## config.mk

```make
export PLATFORM = sky130hd
export DESIGN_NAME = sac_top
export DESIGN_NICKNAME = d
export VERILOG_FILES = /design/src/rtl/sac_pkg.sv /design/src/rtl/sac_pair_filter.sv /design/src/rtl/sac_top.sv
export VERILOG_INCLUDE_DIRS = /design/src /design/src/rtl
export SDC_FILE = /design/constraint.sdc
export NUM_CORES = 1
export LEC_CHECK = 0
export BUFFER_PORTS_ARGS = -buffer_cell sky130_fd_sc_hd__buf_4
export CORE_MARGIN = 5
export CORE_UTILIZATION = 45
export DETAILED_ROUTE_END_ITERATION = 8
export PLACE_DENSITY = 0.77
export SYNTH_ARGS = -nofsm -noshare
export SYNTH_HDL_FRONTEND = slang
export SYNTH_SLANG_ARGS = --single-unit
export TNS_END_PERCENT = 30
```

## constraint.sdc

```tcl
create_clock -name sys_clk -period 42.4 [get_ports sys_clk]
set_input_delay 10.6 -clock sys_clk [delete_from_list [all_inputs] [get_ports sys_clk]]
set_output_delay 10.6 -clock sys_clk [all_outputs]
set_load 0.01 [all_outputs]
```

## src/rtl/sac_regs.svh

```systemverilog
`ifndef SAC_REGS_SVH
`define SAC_REGS_SVH

// ****************************************************************
// register offsets
// ****************************************************************
`define SAC_ADDR_W            8
`define SAC_OFS_LINK_ENABLE   8'h00
`define SAC_OFS_OPTIONS       8'h18
`define SAC_OFS_SOFT_RESET    8'h1C
`define SAC_OFS_AUX_BUSY      8'h20
`define SAC_OFS_FAULT_TALLY   8'h24
`define SAC_OFS_TRANS_TALLY   8'h28
`define SAC_OFS_HOTPLUG_CMD   8'h2C
`define SAC_OFS_SYNC_HALF     8'h30
`define SAC_OFS_CMD_CODE      8'h34
`define SAC_OFS_TARGET_ADDR   8'h38
`define SAC_OFS_REQ_LENGTH    8'h3C

// ****************************************************************
// field positions
// ****************************************************************
`define SAC_BIT_LINK_ENABLE   0
`define SAC_BIT_FILTER_ON     0
`define SAC_BIT_LONG_WR_DEFER 1
`define SAC_BIT_I2C_AS_AUX    2
`define SAC_BIT_VIDEO_RST     0
`define SAC_BIT_AUX_RST       7
`define SAC_BIT_HOTPLUG_GO    0
`define SAC_HOTPLUG_DUR_HI    31
`define SAC_HOTPLUG_DUR_LO    16
`define SAC_I2C_ADDR_BITS     7

// ****************************************************************
// reset values and sizes
// ****************************************************************
`define SAC_RST_OPTIONS       3'h0
`define SAC_RST_DURATION      16'h0000
`define SAC_MSA_FIELDS        8
`define SAC_MSA_W             16
`define SAC_SYNC_MAX          10'h3FF

// ****************************************************************
// timing
// ****************************************************************
`define SAC_CLK_PERIOD_NS     5
`define SAC_US_NS             1000
`define SAC_CYC_PER_US        (`SAC_US_NS / `SAC_CLK_PERIOD_NS)
`define SAC_HOTPLUG_TYPICAL_US 750

// ****************************************************************
// bus answers
// ****************************************************************
`define SAC_RESP_OKAY         2'h0
`define SAC_RESP_DECERR       2'h3

`endif

```

## src/rtl/sac_pkg.sv

```systemverilog
`include "sac_regs.svh"

package sac_pkg;

    typedef struct packed {
        logic [3:0]  cmd;
        logic [19:0] addr;
        logic [3:0]  len;
        logic        addr_only;
        logic        i2c;
    } sac_aux_req_t;

    typedef logic [`SAC_MSA_W-1:0] sac_msa_word_t;
    typedef sac_msa_word_t [`SAC_MSA_FIELDS-1:0] sac_msa_t;

    typedef enum logic [0:0] {
        SAC_HPD_HIGH = 1'b0,
        SAC_HPD_LOW  = 1'b1
    } sac_hpd_state_t;

endpackage

```

## src/rtl/sac_pair_filter.sv

```systemverilog
`timescale 1ns/1ps
`default_nettype none
`include "sac_regs.svh"

module sac_pair_filter
    import sac_pkg::*;
#(
    parameter int W = `SAC_MSA_W
) (
    input  wire logic         sys_clk,
    input  wire logic         rst,
    input  wire logic         filter_on,
    input  wire logic         valid,
    input  wire logic [W-1:0] din,
    output var  logic [W-1:0] dout
);

    logic [W-1:0] last_seen;
    logic         seen;

    // ****************************************************************
    // accept on a repeat, or straight through when off
    // ****************************************************************
    always_ff @(posedge sys_clk or posedge rst) begin
        if (rst) begin
            last_seen <= '0;
            seen      <= 1'b0;
            dout      <= '0;
        end else if (valid) begin
            last_seen <= din;
            seen      <= 1'b1;
            if (!filter_on) begin
                dout <= din;
            end else if (seen && din == last_seen) begin
                dout <= din;
            end
        end
    end

endmodule

`default_nettype wire

```

## src/rtl/sac_top.sv

```systemverilog
// Functional notes
// - filter bit 0 clear: every attribute value passes straight through.
// - filter bit set: field updates only after two equal values in a row.
// - option bit 1: long I2C write transfers answered with DEFER.
// - option bit 2: I2C-level defer becomes an AUX DEFER reply.
// - soft reset bit 0 written 1 resets the video logic.
// - soft reset register reads back zero.
// - soft reset bit 7 written 1 resets the AUX logic.
// - busy bit 0 is 1 while an inbound AUX request is handled.
// - 8-bit error tally of AUX requests, cleared by a write to 0x28.
// - 8-bit request tally, any write to it clears it.
// - hot-plug command bit 0 written 1 with a nonzero length in bits 31:16 starts a low pulse on the line.
// - pulse length in microseconds from bits 31:16, default 0.
// - hot-plug command register reads back zero.
// - line held low for the programmed time, typically 750 us.
// - 10-bit count of clocks between sync edges of the last request.
// - 4-bit command of the last request captured.
// - 20-bit address of the last request captured.
// - I2C-over-AUX address keeps only its seven low bits.
// - link enable bit set enables receiver and raises hot-plug line.
// - length stored as bytes minus one, zero for address-only.
`timescale 1ns/1ps
`default_nettype none
`include "sac_regs.svh"

module sac_top
    import sac_pkg::*;
(
    input  wire logic                   sys_clk,
    input  wire logic                   rst,
    // host register bus
    input  wire logic [`SAC_ADDR_W-1:0] s_axi_awaddr,
    input  wire logic                   s_axi_awvalid,
    output var  logic                   s_axi_awready,
    input  wire logic [31:0]            s_axi_wdata,
    input  wire logic [3:0]             s_axi_wstrb,
    input  wire logic                   s_axi_wvalid,
    output var  logic                   s_axi_wready,
    output var  logic [1:0]             s_axi_bresp,
    output var  logic                   s_axi_bvalid,
    input  wire logic                   s_axi_bready,
    input  wire logic [`SAC_ADDR_W-1:0] s_axi_araddr,
    input  wire logic                   s_axi_arvalid,
    output var  logic                   s_axi_arready,
    output var  logic [31:0]            s_axi_rdata,
    output var  logic [1:0]             s_axi_rresp,
    output var  logic                   s_axi_rvalid,
    input  wire logic                   s_axi_rready,
    // aux engine side
    input  wire logic                   aux_req_start,
    input  wire logic                   aux_req_done,
    input  wire logic                   aux_req_error,
    input  wire sac_aux_req_t           aux_req,
    input  wire logic                   aux_sync_active,
    input  wire logic                   aux_rx_pin,
    input  wire logic                   i2c_long_write,
    input  wire logic                   i2c_defer,
    output var  logic                   aux_reply_defer,
    output var  logic                   aux_soft_rst,
    // main stream attributes
    input  wire logic                   msa_valid,
    input  wire sac_msa_t               msa_in,
    output var  sac_msa_t               msa_out,
    output var  logic                   video_soft_rst,
    // link
    output var  logic                   rx_enabled,
    output var  logic                   hpd_out
);

    // ****************************************************************
    // register bus
    // ****************************************************************
    logic                   wr_go;
    logic [`SAC_ADDR_W-1:0] wr_addr;
    logic                   wr_hit;
    logic [31:0]            next_rdata;
    logic                   rd_hit;

    assign wr_go   = s_axi_awvalid && s_axi_wvalid && !s_axi_awready && !s_axi_bvalid;
    assign wr_addr = s_axi_awaddr;

    always_comb begin
        unique case (wr_addr)
            `SAC_OFS_LINK_ENABLE, `SAC_OFS_OPTIONS, `SAC_OFS_SOFT_RESET,
            `SAC_OFS_TRANS_TALLY, `SAC_OFS_HOTPLUG_CMD: wr_hit = 1'b1;
            default: wr_hit = 1'b0;
        endcase
    end

    always_ff @(posedge sys_clk or posedge rst) begin
        if (rst) begin
            s_axi_awready <= 1'b0;
            s_axi_wready  <= 1'b0;
            s_axi_bvalid  <= 1'b0;
            s_axi_bresp   <= `SAC_RESP_OKAY;
        end else begin
            s_axi_awready <= wr_go;
            s_axi_wready  <= wr_go;
            if (wr_go) begin
                s_axi_bvalid <= 1'b1;
                s_axi_bresp  <= wr_hit ? `SAC_RESP_OKAY : `SAC_RESP_DECERR;
            end else if (s_axi_bready) begin
                s_axi_bvalid <= 1'b0;
            end
        end
    end

    logic                   link_enable;
    logic [2:0]             options;
    logic                   aux_busy;
    logic [7:0]             fault_tally;
    logic [7:0]             trans_tally;
    logic [9:0]             sync_half;
    logic [3:0]             cmd_code;
    logic [19:0]            target_addr;
    logic [3:0]             req_length;

    always_comb begin
        next_rdata = '0;
        rd_hit     = 1'b1;
        unique case (s_axi_araddr)
            `SAC_OFS_LINK_ENABLE: next_rdata[`SAC_BIT_LINK_ENABLE] = link_enable;
            `SAC_OFS_OPTIONS:     next_rdata[2:0] = options;
            `SAC_OFS_SOFT_RESET:  next_rdata = '0;
            `SAC_OFS_AUX_BUSY:    next_rdata[0] = aux_busy;
            `SAC_OFS_FAULT_TALLY: next_rdata[7:0] = fault_tally;
            `SAC_OFS_TRANS_TALLY: next_rdata[7:0] = trans_tally;
            `SAC_OFS_HOTPLUG_CMD: next_rdata = '0;
            `SAC_OFS_SYNC_HALF:   next_rdata[9:0] = sync_half;
            `SAC_OFS_CMD_CODE:    next_rdata[3:0] = cmd_code;
            `SAC_OFS_TARGET_ADDR: next_rdata[19:0] = target_addr;
            `SAC_OFS_REQ_LENGTH:  next_rdata[3:0] = req_length;
            default:              rd_hit = 1'b0;
        endcase
    end

    always_ff @(posedge sys_clk or posedge rst) begin
        if (rst) begin
            s_axi_arready <= 1'b0;
            s_axi_rvalid  <= 1'b0;
            s_axi_rdata   <= '0;
            s_axi_rresp   <= `SAC_RESP_OKAY;
        end else begin
            s_axi_arready <= s_axi_arvalid && !s_axi_arready && !s_axi_rvalid;
            if (s_axi_arvalid && !s_axi_arready && !s_axi_rvalid) begin
                s_axi_rvalid <= 1'b1;
                s_axi_rdata  <= next_rdata;
                s_axi_rresp  <= rd_hit ? `SAC_RESP_OKAY : `SAC_RESP_DECERR;
            end else if (s_axi_rready) begin
                s_axi_rvalid <= 1'b0;
            end
        end
    end

    // ****************************************************************
    // control registers
    // ****************************************************************
    logic wr_link;
    logic wr_opts;
    logic wr_srst;
    logic wr_tally;
    logic wr_hpd;

    assign wr_link  = wr_go && wr_addr == `SAC_OFS_LINK_ENABLE && s_axi_wstrb[0];
    assign wr_opts  = wr_go && wr_addr == `SAC_OFS_OPTIONS && s_axi_wstrb[0];
    assign wr_srst  = wr_go && wr_addr == `SAC_OFS_SOFT_RESET && s_axi_wstrb[0];
    assign wr_tally = wr_go && wr_addr == `SAC_OFS_TRANS_TALLY;
    assign wr_hpd   = wr_go && wr_addr == `SAC_OFS_HOTPLUG_CMD && s_axi_wstrb[0];

    always_ff @(posedge sys_clk or posedge rst) begin
        if (rst) begin
            link_enable <= 1'b0;
        end else if (wr_link) begin
            link_enable <= s_axi_wdata[`SAC_BIT_LINK_ENABLE];
        end
    end

    always_ff @(posedge sys_clk or posedge rst) begin
        if (rst) begin
            options <= `SAC_RST_OPTIONS;
        end else if (wr_opts) begin
            options <= s_axi_wdata[2:0];
        end
    end

    always_ff @(posedge sys_clk or posedge rst) begin
        if (rst) begin
            video_soft_rst <= 1'b0;
            aux_soft_rst   <= 1'b0;
        end else begin
            video_soft_rst <= wr_srst && s_axi_wdata[`SAC_BIT_VIDEO_RST];
            aux_soft_rst   <= wr_srst && s_axi_wdata[`SAC_BIT_AUX_RST];
        end
    end

    // ****************************************************************
    // defer policy
    // ****************************************************************
    always_ff @(posedge sys_clk or posedge rst) begin
        if (rst) begin
            aux_reply_defer <= 1'b0;
        end else begin
            aux_reply_defer <= (options[`SAC_BIT_LONG_WR_DEFER] && i2c_long_write)
                            || (options[`SAC_BIT_I2C_AS_AUX] && i2c_defer);
        end
    end

    // ****************************************************************
    // aux request capture
    // ****************************************************************
    always_ff @(posedge sys_clk or posedge rst) begin
        if (rst) begin
            aux_busy <= 1'b0;
        end else if (aux_req_start) begin
            aux_busy <= 1'b1;
        end else if (aux_req_done || aux_soft_rst) begin
            aux_busy <= 1'b0;
        end
    end

    always_ff @(posedge sys_clk or posedge rst) begin
        if (rst) begin
            cmd_code    <= '0;
            target_addr <= '0;
            req_length  <= '0;
        end else if (aux_req_done) begin
            cmd_code <= aux_req.cmd;
            if (aux_req.i2c) begin
                target_addr <= {13'h0000, aux_req.addr[`SAC_I2C_ADDR_BITS-1:0]};
            end else begin
                target_addr <= aux_req.addr;
            end
            req_length <= aux_req.addr_only ? 4'h0 : aux_req.len;
        end
    end

    // a clear and an event in one cycle leave a count of one
    always_ff @(posedge sys_clk or posedge rst) begin
        if (rst) begin
            trans_tally <= '0;
        end else if (wr_tally) begin
            trans_tally <= {7'h00, aux_req_done};
        end else if (aux_req_done) begin
            trans_tally <= trans_tally + 8'h01;
        end
    end

    always_ff @(posedge sys_clk or posedge rst) begin
        if (rst) begin
            fault_tally <= '0;
        end else if (wr_tally) begin
            fault_tally <= {7'h00, aux_req_error};
        end else if (aux_req_error) begin
            fault_tally <= fault_tally + 8'h01;
        end
    end

    // ****************************************************************
    // sync half period
    // ****************************************************************
    logic [2:0] rx_sync;
    logic       rx_level;
    logic       rx_edge;
    logic       edge_seen;
    logic [9:0] edge_cnt;

    always_ff @(posedge sys_clk or posedge rst) begin
        if (rst) begin
            rx_sync  <= 3'h7;
            rx_level <= 1'b1;
        end else begin
            rx_sync <= {rx_sync[1:0], aux_rx_pin};
            if (rx_sync[1] == rx_sync[2]) begin
                rx_level <= rx_sync[2];
            end
        end
    end

    assign rx_edge = (rx_sync[1] == rx_sync[2]) && (rx_sync[2] != rx_level);

    always_ff @(posedge sys_clk or posedge rst) begin
        if (rst) begin
            edge_seen <= 1'b0;
            edge_cnt  <= '0;
            sync_half <= '0;
        end else if (!aux_sync_active) begin
            edge_seen <= 1'b0;
            edge_cnt  <= '0;
        end else if (rx_edge) begin
            if (edge_seen) begin
                sync_half <= edge_cnt;
            end
            edge_seen <= 1'b1;
            edge_cnt  <= 10'h001;
        end else if (edge_cnt != `SAC_SYNC_MAX) begin
            edge_cnt <= edge_cnt + 10'h001;
        end
    end

    // ****************************************************************
    // attribute filter
    // ****************************************************************
    for (genvar i = 0; i < `SAC_MSA_FIELDS; i++) begin : g_msa
        sac_pair_filter #(
            .W (`SAC_MSA_W)
        ) u_filter (
            .sys_clk   (sys_clk),
            .rst       (rst || video_soft_rst),
            .filter_on (options[`SAC_BIT_FILTER_ON]),
            .valid     (msa_valid),
            .din       (msa_in[i]),
            .dout      (msa_out[i])
        );
    end

    // ****************************************************************
    // hot-plug line
    // ****************************************************************
    sac_hpd_state_t hpd_state;
    logic [15:0]    us_left;
    logic [7:0]     us_div;
    logic           us_tick;

    assign us_tick = us_div == 8'(`SAC_CYC_PER_US - 1);

    always_ff @(posedge sys_clk or posedge rst) begin
        if (rst) begin
            hpd_state <= SAC_HPD_HIGH;
            us_left   <= `SAC_RST_DURATION;
            us_div    <= '0;
        end else begin
            unique case (hpd_state)
                SAC_HPD_HIGH: begin
                    us_div <= '0;
                    if (wr_hpd && s_axi_wdata[`SAC_BIT_HOTPLUG_GO]
                        && s_axi_wdata[`SAC_HOTPLUG_DUR_HI:`SAC_HOTPLUG_DUR_LO] != 16'h0000) begin
                        us_left   <= s_axi_wdata[`SAC_HOTPLUG_DUR_HI:`SAC_HOTPLUG_DUR_LO];
                        hpd_state <= SAC_HPD_LOW;
                    end
                end
                SAC_HPD_LOW: begin
                    us_div <= us_tick ? 8'h00 : us_div + 8'h01;
                    if (us_tick) begin
                        us_left <= us_left - 16'h0001;
                        if (us_left == 16'h0001) begin
                            hpd_state <= SAC_HPD_HIGH;
                        end
                    end
                end
            endcase
        end
    end

    always_ff @(posedge sys_clk or posedge rst) begin
        if (rst) begin
            rx_enabled <= 1'b0;
            hpd_out    <= 1'b0;
        end else begin
            rx_enabled <= link_enable;
            hpd_out    <= link_enable && hpd_state == SAC_HPD_HIGH
                       && !(wr_hpd && s_axi_wdata[`SAC_BIT_HOTPLUG_GO]
                            && s_axi_wdata[`SAC_HOTPLUG_DUR_HI:`SAC_HOTPLUG_DUR_LO] != 16'h0000);
        end
    end

endmodule

`default_nettype wire

```

# Word-level counts from Yosys, hierarchy flattened
# Cells that the tools add are included.
# W data, S select, Z words.
# classes
mux	52
reduce_logical	59
add_sub_neg	5
eq_ne	39
n_bitwise	1
# ops
cell	n
$mux W16	18
$eq A16 B16 Y1	8
$eq A8 B6 Y1 const B	10
$mux W10	4
$mux W8	5
$eq A8 B5 Y1 const B	4
$pmux W16 S2	1
$logic_and A1 B1 Y1	31
$add A8 B1 Y8 const B	3
$mux W20	1
$ne A2 B1 Y1 const B	10
$reduce_and A2 Y1	9
$eq A16 B1 Y1 const B	1
$logic_not A8 Y1	2
$pmux W4 S4	1
$pmux W8 S2	1
$reduce_bool A16 Y1	1
$sub A16 B1 Y16 const B	1
$pmux W2 S7	1
$mux W1	13
$reduce_or A11 Y1	1
$add A10 B1 Y10 const B	1
$ne A10 B10 Y1 const B	1
$reduce_bool A2 Y1	5
other kinds (16)	23
# totals
reg_bits	389
wordCells	201

# Logic depth before layout (Yosys ltp)
# Gate-level depths: netlist of run 1.
# depth
ltp_word	9
depth_mapped	7

# Hierarchy
# Synthesis of run 1 repeated with hierarchy kept, for this count alone.
# unflattened
hier_cells	2405
area_unflattened_um2	21246.6
# by_module_without_submodules
module	seq_area_each_um2	area_per_inst_um2	cells_each	n_inst
sac_pair_filter	825.8	1855.5	221	8
sac_top	3258.1	6402.4	637	1

# Least setup slack after synthesis of run 1
# Ideal clock, no wire load.
# synth_path
path_type	input to register
from	input s_axi_awaddr[1]
to	register options[0]
required_ns	42.275
setup_time_ns	0.125
slack_ns	30.353
arrival_ns	11.923
path_buffers	0
stages	4
path_cell_list	nor4_1 nand2_1 nor4_1 mux2_2
# synth_between
elab_chain_cells	3
# synth_rtl
item	line	source
start: declaration	sac_top.sv:32	input wire logic [`SAC_ADDR_W-1:0] s_axi_awaddr,
$eq A8 B5 Y1	n/a	
$logic_and A1 B1 Y1 (no source line)	n/a	
$logic_and A1 B1 Y1	sac_top.sv:165	assign wr_opts = wr_go && wr_addr == `SAC_OFS_OPTIONS && s_axi_wstrb[0];
end signal: assignment	sac_top.sv:180	options <= `SAC_RST_OPTIONS;
end signal: assignment	sac_top.sv:182	options <= s_axi_wdata[2:0];
end: declaration	sac_top.sv:109	logic [2:0] options;
# Every way passes these cells.
# A chain may end at the register's enable or synchronous reset.

# Worst setup path after layout of run 1
# layout_path
from	input s_axi_araddr[3]
to	register s_axi_rdata[6]
# layout_between
elab_chain_cells	2
word_cells_on_any_way	5
classes_between	eq/ne (4); mux (1)
# layout_rtl
item	line	source
start: declaration	sac_top.sv:42	input wire logic [`SAC_ADDR_W-1:0] s_axi_araddr,
$eq A8 B6 Y1	sac_top.sv:121	unique case (s_axi_araddr)
$pmux W4 S4 (*)	sac_top.sv:121	
end signal: assignment	sac_top.sv:147	s_axi_rdata <= next_rdata;
end: declaration	sac_top.sv:45	output var logic [31:0] s_axi_rdata,
# Mark *: on every way between the ends. The rest lies on a longest branch, timed or not.

==> results of run 1 <==
## synthesized netlist by cell type (all sizes together), types with 19 or more instances
master    n
nand2   321
mux2     62
nor2     71
o21ai   163
xnor2   140
nand4   168
o22ai   101
buf      37
o211ai  131
xor2     19
dfrtp   383
a31oi   134
clkbuf  151
nand3    37
inv     257
## area by class of cell
type	count	area (um2)
clock inverter	14	151
inverter	257	967
sequential	387	9690
antenna	5	12.5
fill	3899	20200
timing repair buffer	391	2960
multi-input combinational	1527	9490
clock buffer	67	1350
tap	600	751
## registers in the layout, indices dropped and copies added, names as in the netlist, 4 cells and up
| name | cells |
|---|---|
| edge_cnt | 10 |
| target_addr | 20 |
| us_div | 8 |
| fault_tally | 8 |
| req_length | 4 |
| s_axi_rdata | 20 |
| sync_half | 10 |
| trans_tally | 8 |
| cmd_code | 4 |
| g_msa.u_filter.last_seen | 128 |
| us_left | 16 |
| g_msa.u_filter.dout | 128 |
## cells by family after synthesis
logic type               count (synthesis)
multiplexers                            74
AO/OA/AOI/OAI                          584
buffers and inverters                  445
XOR/XNOR                               159
adder cells (fa/ha/maj)                  7
other                                    1
flip-flops                             387
AND/OR/NAND/NOR                        691
## power breakdown
group	internal (mW)	switching, mW
sequential	0.406	0.0354
clock	0.238	0.157
combinational	0.0788	0.0885
## critical path: cells and delay by family
kind	cells	cell delay, ns
buf+inv	1	0.19
simple gates	3	1.83
compound gates	2	0.44
## worst paths after layout
check / to / cells past startpoint / start / slack, ns
hold / removal: rx_sync[1] / 0 / rx_sync[0] / 0.36
hold reg to reg: rx_sync[1] / 0 / rx_sync[0] / 0.36
setup reg to reg: g_msa[2].u_filter.last_seen[6] / 4 / video_soft_rst / 39.71
min in group asynchronous: g_msa[4].u_filter.dout[6] / 2 / video_soft_rst / 0.54
max in group asynchronous: g_msa[2].u_filter.last_seen[6] / 5 / rst / 29.98
setup / recovery: s_axi_rdata[6] / 6 / s_axi_araddr[3] / 29.82
## layer usage
layer / GRT usage [%] / part of all wire, % / vias up
li1: - / - / 8801
met2: 36.8 / 49 / 631
met4: 9.96 / 3.7 / 0
met1: 29.1 / 41 / 9096
met3: 4.12 / 6.6 / 118
met5: 0 / 0 / -
==> flow_metrics.env, run 1 <==
export IMPL_status="completed"
export IMPL_slowest_delay_ns=1.04
export IMPL_grt_first_pass_wirelength_mm=94.6
export IMPL_numCtsBuffers=45
export IMPL_hpwl_mm=40.4
export IMPL_core_um2=45600
export IMPL_grtUsageTotal_pct=22.4
export IMPL_gp_congestion=0.864
export IMPL_cts_path_max_buffers=3
export IMPL_placed_cells=3162
export IMPL_synthToLayoutAreaGrowth_pct=21.9
export IMPL_leakagePower_nw=11.1
export IMPL_htreeDepth=2
export IMPL_wl_per_cell_um=18.3
export IMPL_rsz0062_at_grt="false"
export IMPL_syn_area_um2=20800
export IMPL_ys_types=65
export IMPL_max_clock_freq_ghz=0.0795
export IMPL_power_density_nw_per_um2=39.6
export IMPL_final_min_clock_period_ns=12.58
export IMPL_core_rowCount=78
export IMPL_worstPathRequired_ns=42.90
export IMPL_hold_viol_final=0
export IMPL_post_cts_buffers=0
export IMPL_worstSetupPathType="in -> reg"
export IMPL_tightest_slew_ns=1.34
export IMPL_synth_top_family_by_area="compound AO/OA/AOI/OAI gates"
export IMPL_synth_edff_count=0
export IMPL_maxSlewViolCount=0
export IMPL_cts_tree="done"
export IMPL_finalCritPeriodShare_pct=29.7
export IMPL_cts_resized=0
export IMPL_antenna_found_initial=5
export IMPL_async_flop_share_pct=100
export IMPL_ys_flop_type="dfrtp_1"
export IMPL_crit_slowest_cell="nor2_1"
export IMPL_crit_fanout=16
export IMPL_max_cap_viol_count=0
export IMPL_gr_total_overflow=0
export IMPL_finalSetupViolCount=0
export IMPL_start_util_pct=45.7
export IMPL_layout_cells_non_filler=3248
export IMPL_post_dp_cell_area_um2=23900
export IMPL_fin_area_um2=25400
export IMPL_synth_compound_area_share_pct=17.8
export IMPL_setup_tns_ns=0
export IMPL_drcViolationCount=0
export IMPL_port_buffers=371
export IMPL_clk_root_buffer_cell="clkbuf_16"
export IMPL_worstPathCellList="buf_4, nor2b_1, nand2_1, nor2_1, a221o_1, a22o_1"
export IMPL_fin_util_pct=55.7
export IMPL_grt_pass1_vias=18220
export IMPL_clk_pin_slew_worst_paths_ns=0.06
export IMPL_synthCells=2348
export IMPL_layout_drive_gt1_share_pct=21.3
export IMPL_grt_max_degree=217
export IMPL_io_pin_count=399
export IMPL_drtAntennaViolNets=0
export IMPL_holdBufCountCts=0
export IMPL_relSlewSlack_pct=10.6
export IMPL_worstPathArrival_ns=13.07
export IMPL_nets=2840
export IMPL_synthXorXnorAreaFrac_pct=6.69
export IMPL_clock_latency_ns=0.56
export IMPL_drt_total_wl_mm=59.3
export IMPL_hold_slack_ns=0.359
export IMPL_mostFrequentLayoutCells="389 x buf_4, 382 x dfrtp_1, 321 x nand2_1, 256 x inv_1, 168 x nand4_1"
export IMPL_dieHeight_um=225
export IMPL_drtPass1Iterations=7
export IMPL_vias=18646
export IMPL_die_x_um=225
export IMPL_synth_seq_area_share_pct=46.5
export IMPL_fin_ws_ns=29.82
export IMPL_clock_sinks=387
export IMPL_start_kind="input port"
export IMPL_yosys_area_share_simple_pct=16.2
export IMPL_syn_avg_cell_area_um2=8.87
export IMPL_fp_dieArea_um2=50700
export IMPL_peakVddDrop_uv=34.8
export IMPL_viasPerCell=5.74
export IMPL_yosys_warnings=0
export IMPL_hold_path_class="reg -> reg"
export IMPL_dr_first_iter_drc_count=1738
export IMPL_synth_top_area_share_pct=46.0
export IMPL_pre_cts_ws_ns=29.27
export IMPL_crit_path_end_kind="register"
export IMPL_layout_commonest_cell="buf_4"
export IMPL_p_total_mw=1.00
export IMPL_ys_ff_latch=387
export IMPL_finClkSkew_ns=0.0157
export IMPL_synth_area_top_cells="dfrtp_1 46%, xnor2_1 5.9%, nand2_1 5.8%"
export IMPL_synth_adder_area_share_pct=0.409
export IMPL_yosysTopAreaCell="dfrtp_1"
export IMPL_synthMuxAreaShare_pct=3.93
(Power assumes the default switching activity.)
==> run 2: changes to the inputs <==
Settings changed: ABC_AREA from default to 1, PLACE_DENSITY 0.77 to 0.78.
Clock period 42.4 ns to 11.7 ns, I/O delays scaled along.
==> run 2 against run 1 <==
Clock skew up 0.0043 ns; worst hold slack worse by 0.0028 ns; flip-flop and latch count unchanged; critical path depth down 2; final area down 8.5%; critical endpoint is now g_msa[7].u_filter.last_seen[6]; largest cell class unchanged; largest power group unchanged.
==> flow_metrics.env, run 2 <==
export IMPL_hold_viol_final=0
export IMPL_drtAntennaViolNets=0
export IMPL_relSlewSlack_pct=27.9
export IMPL_holdBufCountCts=0
export IMPL_yosys_warnings=0
export IMPL_vias=16669
export IMPL_rr_worst_depth=3
export IMPL_top_layer_used="met5"
export IMPL_cts_tree="done"
export IMPL_hold_start="rx_sync[0]"
export IMPL_mostFrequentLayoutCells="911 x nand2_1, 383 x dfrtp_1, 375 x buf_4, 310 x inv_1, 192 x nand3_1"
export IMPL_worstPathRequired_ns=12.22
export IMPL_synth_edff_count=0
export IMPL_cp_buffers_inverters=3
export IMPL_htreeDepth=2
export IMPL_clk_root_buffer_cell="clkbuf_16"
export IMPL_synth_seq_area_share_pct=51.6
export IMPL_core_um2=41000
export IMPL_pre_cts_ws_ns=6.65
export IMPL_drt_total_wl_mm=49.5
export IMPL_min_to="rx_sync[1]"
export IMPL_seq_power_share_pct=44.8
export IMPL_finClkSkew_ns=0.0200
export IMPL_crit_path_end_kind="asynchronous set/reset pin"
export IMPL_wl_per_cell_um=14.8
export IMPL_hold_path_class="reg -> reg"
export IMPL_synth_commonest_cells="911 x nand2_1, 383 x dfrtp_1, 311 x inv_1"
export IMPL_async_flop_share_pct=100
export IMPL_rr_endpoint="g_msa[7].u_filter.last_seen[6]"
export IMPL_gr_total_overflow=0
export IMPL_synth_top_area_share_pct=51.0
export IMPL_synth_area_top_cells="dfrtp_1 51%, nand2_1 18%, inv_1 6.2%"
export IMPL_layout_commonest_cell="nand2_1"
export IMPL_nFillCells=3570
export IMPL_hold_slack_ns=0.356
export IMPL_core_rowCount=74
export IMPL_swShare_pct=27.0
export IMPL_cts_path_max_buffers=3
export IMPL_fin_area_um2=23200
export IMPL_grt_max_degree=192
export IMPL_fin_ws_ns=7.22
export IMPL_post_cts_buffers=0
export IMPL_hold_depth=0
export IMPL_clockPowerShare_pct=39.8
export IMPL_leakagePower_nw=12.7
export IMPL_fp_dieArea_um2=45900
export IMPL_met2_length_mm=23.7
export IMPL_cpLargestDelayFamily="buffers and inverters"
export IMPL_combinationalPowerShare_pct=15.3
export IMPL_drcViolationCount=0
export IMPL_finalCritPeriodShare_pct=38.3
export IMPL_dr_first_iter_drc_count=1521
export IMPL_crit_slowest_cell="buf_4"
export IMPL_port_buffers=371
export IMPL_post_dp_cell_area_um2=21800
export IMPL_yosysTopAreaCell="dfrtp_1"
export IMPL_p_int_mw=2.51
export IMPL_wl_met1_mm=21.1
export IMPL_syn_area_um2=18800
export IMPL_nets=3011
export IMPL_start_util_pct=45.8
export IMPL_status="completed"
export IMPL_numCtsBuffers=42
export IMPL_start_kind="input port"
export IMPL_crit_fanout=175
export IMPL_die_x_um=214
export IMPL_rsz0062_at_grt="false"
export IMPL_cts_resized=0
export IMPL_clk_pin_slew_worst_paths_ns=0.06
export IMPL_finalSetupViolCount=0
export IMPL_antenna_cells=0
export IMPL_p_total_mw=3.44
export IMPL_max_cap_viol_count=0
export IMPL_worstSetupPathType="in -> async"
export IMPL_worstPathCellList="buf_4, nor2_4, buf_12, buf_4"
export IMPL_synthToLayoutAreaGrowth_pct=23.7
export IMPL_gp_congestion=0.879
export IMPL_peakVddDrop_uv=127
export IMPL_syn_avg_cell_area_um2=7.69
export IMPL_drtPass1Iterations=6
export IMPL_layout_cells_non_filler=3343
export IMPL_max_clock_freq_ghz=0.223
export IMPL_synthCells=2440
export IMPL_grt_first_pass_wirelength_mm=81.7
export IMPL_io_pin_count=399
export IMPL_worstPathArrival_ns=5.00
export IMPL_ys_types=50
export IMPL_setup_tns_ns=0
export IMPL_antenna_found_initial=1
export IMPL_crit_path_frequent_cell="buf_4"
export IMPL_reg_top3="g_msa.u_filter.dout (128), g_msa.u_filter.last_seen (128)"
export IMPL_fin_util_pct=56.6
export IMPL_dieHeight_um=214
export IMPL_grtUsageTotal_pct=21.0
export IMPL_grt_pass1_vias=16140
export IMPL_power_switching_uw=931
export IMPL_multi_input_area_um2=7340
export IMPL_layout_drive_gt1_share_pct=18.1
export IMPL_synth_most_common_cell="nand2_1"
export IMPL_placed_cells=3268
export IMPL_clock_sinks=387
export IMPL_viasPerCell=4.99
export IMPL_clock_latency_ns=0.56
export IMPL_hpwl_mm=35.1
export IMPL_ff2ff_setup_slack_ns=9.30
export IMPL_maxSlewViolCount=0
export IMPL_regArea_um2=9690
export IMPL_slowest_delay_ns=0.95
export IMPL_power_density_nw_per_um2=148
export IMPL_tightest_slew_ns=1.08
export IMPL_wl_met3_mm=3.59
export IMPL_final_min_clock_period_ns=4.48
export IMPL_worstReg2RegStart="video_soft_rst"
export IMPL_ys_flop_type="dfrtp_1"
export IMPL_ys_ff_latch=387
run 2: changes by cell type after synthesis, moves of 124 or more:
cell / previous run / this run
nand3_1: 37 / 192
nand4_1: 168 / 9
o211ai_1: 131 / 0
o21ai_1: 1 / 131
a31oi_1: 134 / 6
nand2_1: 321 / 911
xnor2_1: 140 / 16
run 2: layout make-up:
cell class                 instances  area share [%]
sequential                       387            41.7
multi-input combinational       1642            31.6
timing repair buffer             378            12.4
inverter                         329            5.35
clock buffer                      58            5.13
tap                              532            2.87
clock inverter                    17           0.986
run 2: power groups by stage:
stage	Clock [mW]	Sequential [mW]	Combinational (mW)
finish	1.37	1.54	0.528
global route	1.46	1.56	0.600
CTS	1.40	1.54	0.533
detailed placement	0	1.56	0.530
global placement	0	1.56	0.513
floorplan	0	1.57	0.293
run 2: cell families after synthesis:
| kind of cell | after synthesis | share of synthesized area [%] |
|---|---|---|
| simple gates | 1328 | 29.2 |
| buf+inv | 422 | 9.57 |
| flops | 387 | 51.6 |
| compound gates | 264 | 7.64 |
| xor+xnor | 28 | 1.31 |
| fa+ha+maj | 6 | 0.400 |
| mux | 4 | 0.233 |
| other cells | 1 | 0.0200 |
run 2: worst reg2reg max path: stages, from the launching register on:
cell     delay [ns]
dfrtp_1        0.41
nor2_4         0.13
buf_12         0.57
buf_4          1.22
run 2: metal layers:
metal | global-route usage, % | up-vias
met5 | 0 | -
li1 | - | 8228
met2 | 35.4 | 567
met3 | 5.05 | 93
met4 | 5.30 | 2
met1 | 27.5 | 7779
run 2: worst max path at each step:
stage	from	endpoint	slack, ns	cells after the start
floorplan	rst	g_msa[0].u_filter.dout[0]	3.65	1
global placement	rst	g_msa[4].u_filter.last_seen[1]	6.68	4
detailed placement	rst	g_msa[4].u_filter.last_seen[1]	6.65	4
CTS	rst	g_msa[0].u_filter.dout[15]	7.26	4
global route	rst	g_msa[0].u_filter.dout[5]	6.93	4
finish	rst	g_msa[7].u_filter.last_seen[6]	7.22	4
